## config.mk

```make
export PLATFORM = sky130hd
export DESIGN_NAME = iar_alarm_router
export DESIGN_NICKNAME = d
export VERILOG_FILES = /design/src/hw/iar_alarm_router.v
export VERILOG_INCLUDE_DIRS = /design/src /design/src/hw
export SDC_FILE = /design/constraint.sdc
export NUM_CORES = 1
export LEC_CHECK = 0
export ABC_AREA = 1
export BUFFER_PORTS_ARGS = -buffer_cell sky130_fd_sc_hd__clkbuf_2
export CAP_MARGIN = 20
export CORE_MARGIN = 10
export CORE_UTILIZATION = 35
export DETAILED_ROUTE_END_ITERATION = 12
export GPL_TIMING_DRIVEN = 0
export PLACE_DENSITY = 0.55
export REMOVE_ABC_BUFFERS = 1
export SLEW_MARGIN = 20
export SYNTH_ARGS = -nofsm -noshare
export SYNTH_HDL_FRONTEND = slang
export SYNTH_SLANG_ARGS = --single-unit
```

## constraint.sdc

```tcl
create_clock -name clk -period 2.18 [get_ports clk]
set_input_delay 0.436 -clock clk [delete_from_list [all_inputs] [get_ports clk]]
set_output_delay 0.436 -clock clk [all_outputs]
set_load 0.005 [all_outputs]
```

## src/hw/iar_regs.vh

```
// Offsets, fields, reset values and timing of the alarm router
`ifndef IAR_REGS_VH
`define IAR_REGS_VH

// ---------------------------------------------------------------
// Register byte offsets
// ---------------------------------------------------------------
`define IAR_OFS_ROUTE      8'h00
`define IAR_OFS_EVENT      8'h04
`define IAR_OFS_SENDIDLE   8'h08
`define IAR_OFS_RCVIDLE    8'h0C
`define IAR_OFS_TEST       8'h10
`define IAR_OFS_STATUS     8'h14
`define IAR_OFS_IRQSTAT    8'h18
`define IAR_OFS_IRQCLR     8'h1C
`define IAR_OFS_IRQEN      8'h20

// ---------------------------------------------------------------
// Field positions (route register)
// ---------------------------------------------------------------
`define IAR_RT_IO_LSB      0
`define IAR_RT_SEND_LSB    4
`define IAR_RT_RCV_LSB     8
`define IAR_RT_TEST_LSB    12
`define IAR_RT_HW_LSB      16
`define IAR_RT_MUTE_BIT    2

// Event register: 2 bits per source, io/send/rcv/test/hw
`define IAR_EV_IO_LSB      0
`define IAR_EV_SEND_LSB    2
`define IAR_EV_RCV_LSB     4
`define IAR_EV_TEST_LSB    6
`define IAR_EV_HW_LSB      8
`define IAR_EV_NOLOG       2'h0
`define IAR_EV_LOG         2'h1
`define IAR_EV_ALERT       2'h2

// Test register bits
`define IAR_TS_SATLOOP_BIT 0
`define IAR_TS_TERLOOP_BIT 1

// Interrupt status bits
`define IAR_IRQ_LOG_BIT    0
`define IAR_IRQ_ALERT_BIT  1

// ---------------------------------------------------------------
// Reset values
// ---------------------------------------------------------------
`define IAR_RST_ROUTE      32'h0000_0000
`define IAR_RST_EVENT      32'h0000_0000
`define IAR_RST_IDLE       14'h001E
`define IAR_RST_TEST       2'h0
`define IAR_RST_IRQEN      2'h0

// ---------------------------------------------------------------
// Timing
// ---------------------------------------------------------------
`define IAR_CLK_HZ         40000000
`define IAR_SEC_CYCLES     (`IAR_CLK_HZ * 1)
`define IAR_IDLE_MAX       14'h270F

`endif

```

## src/hw/iar_alarm_router.v

```verilog
// Interface alarm routing, idle timers, event logging and loopbacks with AXI4-Lite registers
//
// The register addresses and the AXI4-Lite interface to the registers were decided locally.
`timescale 1ns/1ps
`include "iar_regs.vh"
// Notes on behaviour
// Hardware alarm event setting 1 logs each status change, 2 logs and sends an alert.
// An event setting of 0 keeps status changes of that source out of the log.
// The three-bit I/O routing field sends the alarm to A (1), B (2), both (3) or nowhere (0).
// I/O routing settings 4 to 7 also mute the transmit carrier while the I/O alarm is on.
// Send-data routing takes 0 to 3 for none, A, B or both.
// Send-data alarm rises after the programmed seconds of no transmit data; 0 disables it.
// Receive-data routing takes 0 to 3 for none, A, B or both.
// Receive-data alarm rises after the programmed 0 to 9999 idle seconds; 0 disables it.
// Test-active and hardware sources each route 0 to 3: none, A, B or both.
// Satellite loopback 1 returns satellite receive input onto the send output.
// Terrestrial loopback 1 returns terrestrial send input onto the receive output.
// Each alarm output is the OR of routed active sources; idle timers restart on activity.
module iar_alarm_router
#(
    parameter SEC_CYCLES = `IAR_SEC_CYCLES
)
(
    input  wire        clk,
    input  wire        sys_rst,
    // AXI4-Lite slave
    input  wire [7:0]  s_axi_awaddr,
    input  wire        s_axi_awvalid,
    output reg         s_axi_awready,
    input  wire [31:0] s_axi_wdata,
    input  wire [3:0]  s_axi_wstrb,
    input  wire        s_axi_wvalid,
    output reg         s_axi_wready,
    output reg  [1:0]  s_axi_bresp,
    output reg         s_axi_bvalid,
    input  wire        s_axi_bready,
    input  wire [7:0]  s_axi_araddr,
    input  wire        s_axi_arvalid,
    output reg         s_axi_arready,
    output reg  [31:0] s_axi_rdata,
    output reg  [1:0]  s_axi_rresp,
    output reg         s_axi_rvalid,
    input  wire        s_axi_rready,
    // Alarm sources from pins
    input  wire        ioAlarmIn,
    input  wire        testActiveIn,
    input  wire        hwAlarmIn,
    input  wire        sendActivityIn,
    input  wire        rcvActivityIn,
    // Data paths
    input  wire        terSendDataIn,
    input  wire        satRcvDataIn,
    output reg         satSendDataOut,
    output reg         terRcvDataOut,
    // Alarm and event outputs
    output reg         alarmAOut,
    output reg         alarmBOut,
    output reg         transmitCarrierMute,
    output reg         logPulse,
    output reg         alertPulse,
    output reg  [4:0]  logSource,
    output reg         irqOut
);

    // ---------------------------------------------------------------
    // Input synchronisers
    // ---------------------------------------------------------------
    reg  [6:0]  syncA_q;
    reg  [6:0]  syncB_q;
    wire [6:0]  pinIn = {satRcvDataIn, terSendDataIn, rcvActivityIn, sendActivityIn,
                         hwAlarmIn, testActiveIn, ioAlarmIn};
    // Two flops per pin; only syncB_q feeds logic
    always @(posedge clk)
    begin
        if (sys_rst)
        begin
            syncA_q <= 7'h00;
            syncB_q <= 7'h00;
        end
        else
        begin
            syncA_q <= pinIn;
            syncB_q <= syncA_q;
        end
    end
    wire ioAlm    = syncB_q[0];
    wire testAlm  = syncB_q[1];
    wire hwAlm    = syncB_q[2];
    wire sendAct  = syncB_q[3];
    wire rcvAct   = syncB_q[4];
    wire terSend  = syncB_q[5];
    wire satRcv   = syncB_q[6];
    // Software-visible settings
    reg  [31:0] route_q;
    reg  [31:0] event_q;
    reg  [13:0] sendIdle_q;
    reg  [13:0] rcvIdle_q;
    reg  [1:0]  test_q;
    reg  [1:0]  irqStat_q;
    reg  [1:0]  irqEn_q;
    // ---------------------------------------------------------------
    // Idle timers: one-second tick and two second counters
    // ---------------------------------------------------------------
    reg  [25:0] tick_q;
    reg  [13:0] sendSec_q;
    reg  [13:0] rcvSec_q;
    reg         sendIdleAlm_q;
    reg         rcvIdleAlm_q;
    wire        secTick = (tick_q == SEC_CYCLES - 1);
    // Shared prescaler keeps both timers on the same second boundary
    always @(posedge clk)
    begin
        if (sys_rst || secTick)
            tick_q <= 26'h000_0000;
        else
            tick_q <= tick_q + 26'h000_0001;
    end
    // Activity restarts the count and clears the alarm
    always @(posedge clk)
    begin
        if (sys_rst)
        begin
            sendSec_q     <= 14'h0000;
            rcvSec_q      <= 14'h0000;
            sendIdleAlm_q <= 1'b0;
            rcvIdleAlm_q  <= 1'b0;
        end
        else
        begin
            if (sendAct || sendIdle_q == 14'h0000)
                sendSec_q <= 14'h0000;
            else if (secTick && sendSec_q != sendIdle_q)
                sendSec_q <= sendSec_q + 14'h0001;
            sendIdleAlm_q <= (sendIdle_q != 14'h0000) && !sendAct
                             && (sendSec_q == sendIdle_q);
            if (rcvAct || rcvIdle_q == 14'h0000)
                rcvSec_q <= 14'h0000;
            else if (secTick && rcvSec_q != rcvIdle_q)
                rcvSec_q <= rcvSec_q + 14'h0001;
            rcvIdleAlm_q <= (rcvIdle_q != 14'h0000) && !rcvAct
                            && (rcvSec_q == rcvIdle_q);
        end
    end
    // ---------------------------------------------------------------
    // Routing onto alarm outputs A and B
    // ---------------------------------------------------------------
    wire [4:0] srcAct = {hwAlm, testAlm, rcvIdleAlm_q, sendIdleAlm_q, ioAlm};
    wire [1:0] rtIo   = route_q[`IAR_RT_IO_LSB +: 2];
    wire [1:0] rtSend = route_q[`IAR_RT_SEND_LSB +: 2];
    wire [1:0] rtRcv  = route_q[`IAR_RT_RCV_LSB +: 2];
    wire [1:0] rtTest = route_q[`IAR_RT_TEST_LSB +: 2];
    wire [1:0] rtHw   = route_q[`IAR_RT_HW_LSB +: 2];
    wire       toA    = (srcAct[0] & rtIo[0]) | (srcAct[1] & rtSend[0])
                      | (srcAct[2] & rtRcv[0]) | (srcAct[3] & rtTest[0])
                      | (srcAct[4] & rtHw[0]);
    wire       toB    = (srcAct[0] & rtIo[1]) | (srcAct[1] & rtSend[1])
                      | (srcAct[2] & rtRcv[1]) | (srcAct[3] & rtTest[1])
                      | (srcAct[4] & rtHw[1]);
    // ---------------------------------------------------------------
    // Event logging on status change
    // ---------------------------------------------------------------
    reg  [4:0] srcPrev_q;
    wire [4:0] srcChg = srcAct ^ srcPrev_q;
    reg  [4:0] logSel;
    reg  [4:0] alertSel;
    integer    i;
    // Decode of each event setting
    always @*
    begin
        logSel   = 5'h00;
        alertSel = 5'h00;
        for (i = 0; i < 5; i = i + 1)
        begin
            // Setting 0 never logs; 3 is treated as 0
            logSel[i]   = srcChg[i] &&
                          (event_q[2*i +: 2] == `IAR_EV_LOG ||
                           event_q[2*i +: 2] == `IAR_EV_ALERT);
            alertSel[i] = srcChg[i] && event_q[2*i +: 2] == `IAR_EV_ALERT;
        end
    end
    // Registered outputs
    always @(posedge clk)
    begin
        if (sys_rst)
        begin
            srcPrev_q           <= 5'h00;
            alarmAOut           <= 1'b0;
            alarmBOut           <= 1'b0;
            transmitCarrierMute <= 1'b0;
            logPulse            <= 1'b0;
            alertPulse          <= 1'b0;
            logSource           <= 5'h00;
            satSendDataOut      <= 1'b0;
            terRcvDataOut       <= 1'b0;
        end
        else
        begin
            srcPrev_q           <= srcAct;
            alarmAOut           <= toA;
            alarmBOut           <= toB;
            transmitCarrierMute <= ioAlm & route_q[`IAR_RT_MUTE_BIT];
            logPulse            <= |logSel;
            alertPulse          <= |alertSel;
            logSource           <= logSel;
            satSendDataOut      <= test_q[`IAR_TS_SATLOOP_BIT] ? satRcv : terSend;
            terRcvDataOut       <= test_q[`IAR_TS_TERLOOP_BIT] ? terSend : satRcv;
        end
    end
    // ---------------------------------------------------------------
    // AXI4-Lite slave
    // ---------------------------------------------------------------
    reg  [7:0]  awAddr_q;
    reg         awHave_q;
    reg  [31:0] wData_q;
    reg  [3:0]  wStrb_q;
    reg         wHave_q;
    wire        doWrite = awHave_q && wHave_q && !s_axi_bvalid;
    reg  [31:0] wMerged;
    reg         wOk;
    // Byte-lane merge of a write into the old value
    function [31:0] merge;
        input [31:0] oldV;
        input [31:0] newV;
        input [3:0]  strb;
        integer k;
        begin
            for (k = 0; k < 4; k = k + 1)
                merge[8*k +: 8] = strb[k] ? newV[8*k +: 8] : oldV[8*k +: 8];
        end
    endfunction
    // Address decode of writes
    always @*
    begin
        wMerged = 32'h0000_0000;
        wOk     = 1'b1;
        case (awAddr_q)
            `IAR_OFS_ROUTE:    wMerged = merge(route_q, wData_q, wStrb_q);
            `IAR_OFS_EVENT:    wMerged = merge(event_q, wData_q, wStrb_q);
            `IAR_OFS_SENDIDLE: wMerged = merge({18'h0_0000, sendIdle_q}, wData_q, wStrb_q);
            `IAR_OFS_RCVIDLE:  wMerged = merge({18'h0_0000, rcvIdle_q}, wData_q, wStrb_q);
            `IAR_OFS_TEST:     wMerged = merge({30'h0000_0000, test_q}, wData_q, wStrb_q);
            `IAR_OFS_IRQCLR:   wMerged = wData_q & {{8{wStrb_q[3]}}, {8{wStrb_q[2]}},
                                                    {8{wStrb_q[1]}}, {8{wStrb_q[0]}}};
            `IAR_OFS_IRQEN:    wMerged = merge({30'h0000_0000, irqEn_q}, wData_q, wStrb_q);
            `IAR_OFS_STATUS,
            `IAR_OFS_IRQSTAT:  wMerged = 32'h0000_0000;
            default:           wOk = 1'b0;
        endcase
    end
    // Write channel: AW and W in either order
    always @(posedge clk)
    begin
        if (sys_rst)
        begin
            awHave_q      <= 1'b0;
            wHave_q       <= 1'b0;
            awAddr_q      <= 8'h00;
            wData_q       <= 32'h0000_0000;
            wStrb_q       <= 4'h0;
            s_axi_awready <= 1'b0;
            s_axi_wready  <= 1'b0;
            s_axi_bvalid  <= 1'b0;
            s_axi_bresp   <= 2'h0;
            route_q       <= `IAR_RST_ROUTE;
            event_q       <= `IAR_RST_EVENT;
            sendIdle_q    <= `IAR_RST_IDLE;
            rcvIdle_q     <= `IAR_RST_IDLE;
            test_q        <= `IAR_RST_TEST;
            irqEn_q       <= `IAR_RST_IRQEN;
        end
        else
        begin
            s_axi_awready <= !awHave_q && !(s_axi_awvalid && s_axi_awready);
            s_axi_wready  <= !wHave_q && !(s_axi_wvalid && s_axi_wready);
            if (s_axi_awvalid && s_axi_awready)
            begin
                awHave_q <= 1'b1;
                awAddr_q <= {s_axi_awaddr[7:2], 2'b00};
            end
            if (s_axi_wvalid && s_axi_wready)
            begin
                wHave_q <= 1'b1;
                wData_q <= s_axi_wdata;
                wStrb_q <= s_axi_wstrb;
            end
            if (doWrite)
            begin
                awHave_q     <= 1'b0;
                wHave_q      <= 1'b0;
                s_axi_bvalid <= 1'b1;
                s_axi_bresp  <= wOk ? 2'h0 : 2'h2;
                case (awAddr_q)
                    `IAR_OFS_ROUTE:    route_q    <= wMerged & 32'h0003_3337;
                    `IAR_OFS_EVENT:    event_q    <= wMerged & 32'h0000_03FF;
                    // Low 14 bits of seconds above 9999 clamp to 9999; upper bits are dropped
                    `IAR_OFS_SENDIDLE: sendIdle_q <= (wMerged[13:0] > `IAR_IDLE_MAX) ?
                                                     `IAR_IDLE_MAX : wMerged[13:0];
                    `IAR_OFS_RCVIDLE:  rcvIdle_q  <= (wMerged[13:0] > `IAR_IDLE_MAX) ?
                                                     `IAR_IDLE_MAX : wMerged[13:0];
                    `IAR_OFS_TEST:     test_q     <= wMerged[1:0];
                    `IAR_OFS_IRQEN:    irqEn_q    <= wMerged[1:0];
                    default:           ;
                endcase
            end
            else if (s_axi_bvalid && s_axi_bready)
                s_axi_bvalid <= 1'b0;
        end
    end
    // Sticky event flags; a new event in the clear cycle wins
    always @(posedge clk)
    begin
        if (sys_rst)
        begin
            irqStat_q <= 2'h0;
            irqOut    <= 1'b0;
        end
        else
        begin
            irqStat_q <= (irqStat_q & ~((doWrite && awAddr_q == `IAR_OFS_IRQCLR) ?
                                        wMerged[1:0] : 2'h0))
                         | {|alertSel, |logSel};
            irqOut    <= |(irqStat_q & irqEn_q);
        end
    end
    // Read channel: data one cycle after AR
    always @(posedge clk)
    begin
        if (sys_rst)
        begin
            s_axi_arready <= 1'b0;
            s_axi_rvalid  <= 1'b0;
            s_axi_rdata   <= 32'h0000_0000;
            s_axi_rresp   <= 2'h0;
        end
        else
        begin
            s_axi_arready <= !s_axi_rvalid && !(s_axi_arvalid && s_axi_arready);
            if (s_axi_arvalid && s_axi_arready)
            begin
                s_axi_rvalid <= 1'b1;
                s_axi_rresp  <= 2'h0;
                case ({s_axi_araddr[7:2], 2'b00})
                    `IAR_OFS_ROUTE:    s_axi_rdata <= route_q;
                    `IAR_OFS_EVENT:    s_axi_rdata <= event_q;
                    `IAR_OFS_SENDIDLE: s_axi_rdata <= {18'h0_0000, sendIdle_q};
                    `IAR_OFS_RCVIDLE:  s_axi_rdata <= {18'h0_0000, rcvIdle_q};
                    `IAR_OFS_TEST:     s_axi_rdata <= {30'h0000_0000, test_q};
                    `IAR_OFS_STATUS:   s_axi_rdata <= {24'h00_0000, transmitCarrierMute,
                                                       alarmBOut, alarmAOut, srcAct};
                    `IAR_OFS_IRQSTAT:  s_axi_rdata <= {30'h0000_0000, irqStat_q};
                    `IAR_OFS_IRQEN:    s_axi_rdata <= {30'h0000_0000, irqEn_q};
                    `IAR_OFS_IRQCLR:   s_axi_rdata <= 32'h0000_0000;
                    default:
                    begin
                        s_axi_rdata <= 32'h0000_0000;
                        s_axi_rresp <= 2'h2;
                    end
                endcase
            end
            else if (s_axi_rvalid && s_axi_rready)
                s_axi_rvalid <= 1'b0;
        end
    end
endmodule // iar_alarm_router

```

==> flow_metrics.env <==
export IMPL_via_count=10190
export IMPL_clockRootBuffer="clkbuf_16"
export IMPL_hpwlAfterDp_mm=23.62
export IMPL_synthDistinctLibCells=45
export IMPL_routedWlPerCell_um=16.35
export IMPL_die_w_um=189.9
export IMPL_critPathKind="reg2reg"
export IMPL_grt_pass1_vias=9385
export IMPL_ys_async_sr_fraction=0
export IMPL_placed_cells=1910
export IMPL_layoutNonFillerInstCount=1997
export IMPL_cts_buffers=17
export IMPL_timing_final_ws_setup_ps=40.57
export IMPL_max_freq_ghz=0.4674
export IMPL_tightest_slew_ps=751.2
export IMPL_wirelength_mm=32.65
export IMPL_synth_area_um2=10100
export IMPL_cts_hold_buf=0
export IMPL_drt_initial_drc_count=851
export IMPL_areaGrowthSynthToFinish_pct=21.56
export IMPL_grt_max_degree=65
export IMPL_core_um2=28630
export IMPL_period_share=0.9814
export IMPL_drt_pass1_iterations=5
export IMPL_clock_skew_ps=24.55
export IMPL_critPathArrivalTime_ps=2510
export IMPL_path_clk_slew_ps=90
export IMPL_via_per_inst=5.104
export IMPL_crit_fanout=8
export IMPL_final_max_slew_viol_count=0
export IMPL_finalSetupViolations=0
export IMPL_htreeDepth=4
export IMPL_status="finished clean"
export IMPL_synth_common_cells="nand2_1, inv_1, dfxtp_1"
export IMPL_path_buf_inv=2
export IMPL_hold_viol=0
export IMPL_synth_top_area_cell="dfxtp_1"
export IMPL_grt_pass1_wl_mm=50.59
export IMPL_worstPathCellList="inv_1 > nand2_1 > nor2_1 > nand2_2 > nor2_1 > nor2_1 > nand2_2 > nor2_4 > nor2_4 > a21oi_4 > clkbuf_16 > nand3_4 > o21ai_0"
export IMPL_seq_area_frac_synth=0.3824
export IMPL_relSlewSlack=0.4980
export IMPL_rsz0062_at_grt="true"
export IMPL_initial_core_util=0.3530
export IMPL_startpoint_type="flip-flop"
export IMPL_slowest_delay_ps=380
export IMPL_leakagePower_uw=0.005236
export IMPL_boundaryPins=120
export IMPL_drc_errors=0
export IMPL_endpoint_kind="flip-flop"
export IMPL_post_synth_top_count_cell="nand2_1"
export IMPL_finalNetCount=1674
export IMPL_design_area_um2=12280
export IMPL_num_antenna_cells=0
export IMPL_tritoncts="done"
export IMPL_synthCells=1491
export IMPL_cp_common_cell="nor2_1"
export IMPL_maxCapViolations=0
export IMPL_dpl_cell_area_um2=10780
export IMPL_ant_nets=0
export IMPL_portBuffers=80
export IMPL_cts_sinks=193
export IMPL_ir_drop_uv=518.5
export IMPL_grt_total_usage=0.1736
export IMPL_yosys_most_used_dff="dfxtp_1"
export IMPL_period_minus_slack_ps=2139
export IMPL_crit_family="simple AND/OR/NAND/NOR gates"
export IMPL_hold_class="in2reg"
export IMPL_ys_seq_elements=193
export IMPL_yosysWarnings=0
export IMPL_power_per_cell_area_nw_per_um2=617.4
export IMPL_synth_enable_flop_cells=0
export IMPL_pre_cts_ws_ps=-1024
export IMPL_required_ps=2550
export IMPL_fp_dieArea_um2=36060
export IMPL_fin_setup_tns_ps=0
export IMPL_clockBufferDepth=2
export IMPL_synth_area_top_cells="dfxtp_1, nand2_1, inv_1"
export IMPL_insertion_delay_ps=450
export IMPL_antenna_found_initial=0
export IMPL_fp_row_count=62
export IMPL_die_y_um=189.9
export IMPL_gr_total_overflow=0
export IMPL_rrSetupSlack_ps=40
export IMPL_gp_congestion=0.9433
export IMPL_fin_util=0.4291
export IMPL_netlist_area_leader_share=0.3824
export IMPL_drive_above_1_share=0.1699
export IMPL_slowest_stage="dfxtp_4"
export IMPL_syn_area_per_cell_um2=6.776
[power by group]
part,switching [µW],internal (µW)
Sequential,59.2,3590
Clock,1670,1580
Combinational,440,237
[layout by cell type (no fill, tap or decap), drive strengths merged, types with 11 or more instances in the layout]
cell type and instances:
a21oi 132, buf 54, clkbuf 98, conb 18, dfxtp 193, inv 224
nand2 283, nand3 77, nand4 42, nor2 198, nor3 37, nor4 11
o211ai 11, o21ai 109, o22ai 20, xnor2 18, xor2 30
[path summary, 6_finish.rpt]
kind                            start                         end  cells after the start
max          awAddr_q[3]$_SDFFE_PP0P_  sendIdle_q[4]$_SDFFE_PP1P_                     13
min                      testActiveIn       syncA_q[1]$_SDFF_PP0_                      3
max reg2reg  awAddr_q[3]$_SDFFE_PP0P_  sendIdle_q[4]$_SDFFE_PP1P_                     13
min reg2reg     syncA_q[5]$_SDFF_PP0_       syncB_q[5]$_SDFF_PP0_                      2
[registers in the layout, summed over array words and instances, names as in the netlist, 3 cells and up]
name / count
event_q: 10
syncA_q: 7
srcPrev_q: 5
sendSec_q: 14
route_q: 11
sendIdle_q: 14
awAddr_q: 6
rcvIdle_q: 14
wStrb_q: 3
tick_q: 26
wData_q: 16
rcvSec_q: 14
s_axi_rdata: 16
syncB_q: 7
logSource: 5
[worst reg2reg max path: cells and delay by family, from the launching register on]
kind	cells	cell delay, ps
AO/OA/AOI/OAI	2	410
flip-flops	1	380
buffers and inverters	2	260
AND/OR/NAND/NOR	9	990
[metal layers]
| layer | track usage | up-vias | routed length [µm] |
|---|---|---|---|
| met5 | 0 | - | 0 |
| met4 | 0.04884 | 0 | 498 |
| met3 | 0.04632 | 32 | 2748 |
| met2 | 0.2594 | 370 | 13990 |
| met1 | 0.2398 | 4723 | 15410 |
| li1 | - | 5067 | - |
[cell families after synthesis]
logic type,count (synthesis),share of synthesized area
other,1,0.0003712
xor gates and xnor gates,48,0.04161
adders and majority gates,8,0.009908
buffers and inverters,285,0.1163
AOI/OAI and AO/OA,297,0.1611
and+or+nand+nor,659,0.2883
DFF,193,0.3824
[what timing repair did]
action,in CTS,in global routing
pin swaps,15,30
buffers inserted,18,31
resized for setup,45,71
cloned,4,2
endpoints found under the hold margin,0,0
setup endpoints to repair,85,93
[metrics by stage]
stage / power [µW] / hold slack, ps
2_1_floorplan: 4027 / 388.3
3_3_place_gp: 4237 / 389.9
3_5_place_dp: 4253 / 392.8
4_1_cts: 7591 / 140.3
5_1_grt: 7865 / 166.5
6_report: 7583 / 157.1
[cell type report]
class / instances / area [µm²]
Fill cell: 2982 / 16340
Multi-Input combinational cell: 1034 / 5529
Sequential cell: 193 / 3895
Timing Repair Buffer: 135 / 924.6
Inverter: 219 / 834.6
Tap cell: 384 / 480.5
Clock buffer: 17 / 425.4
Clock inverter: 15 / 192.7
(Power assumes the default switching activity.)
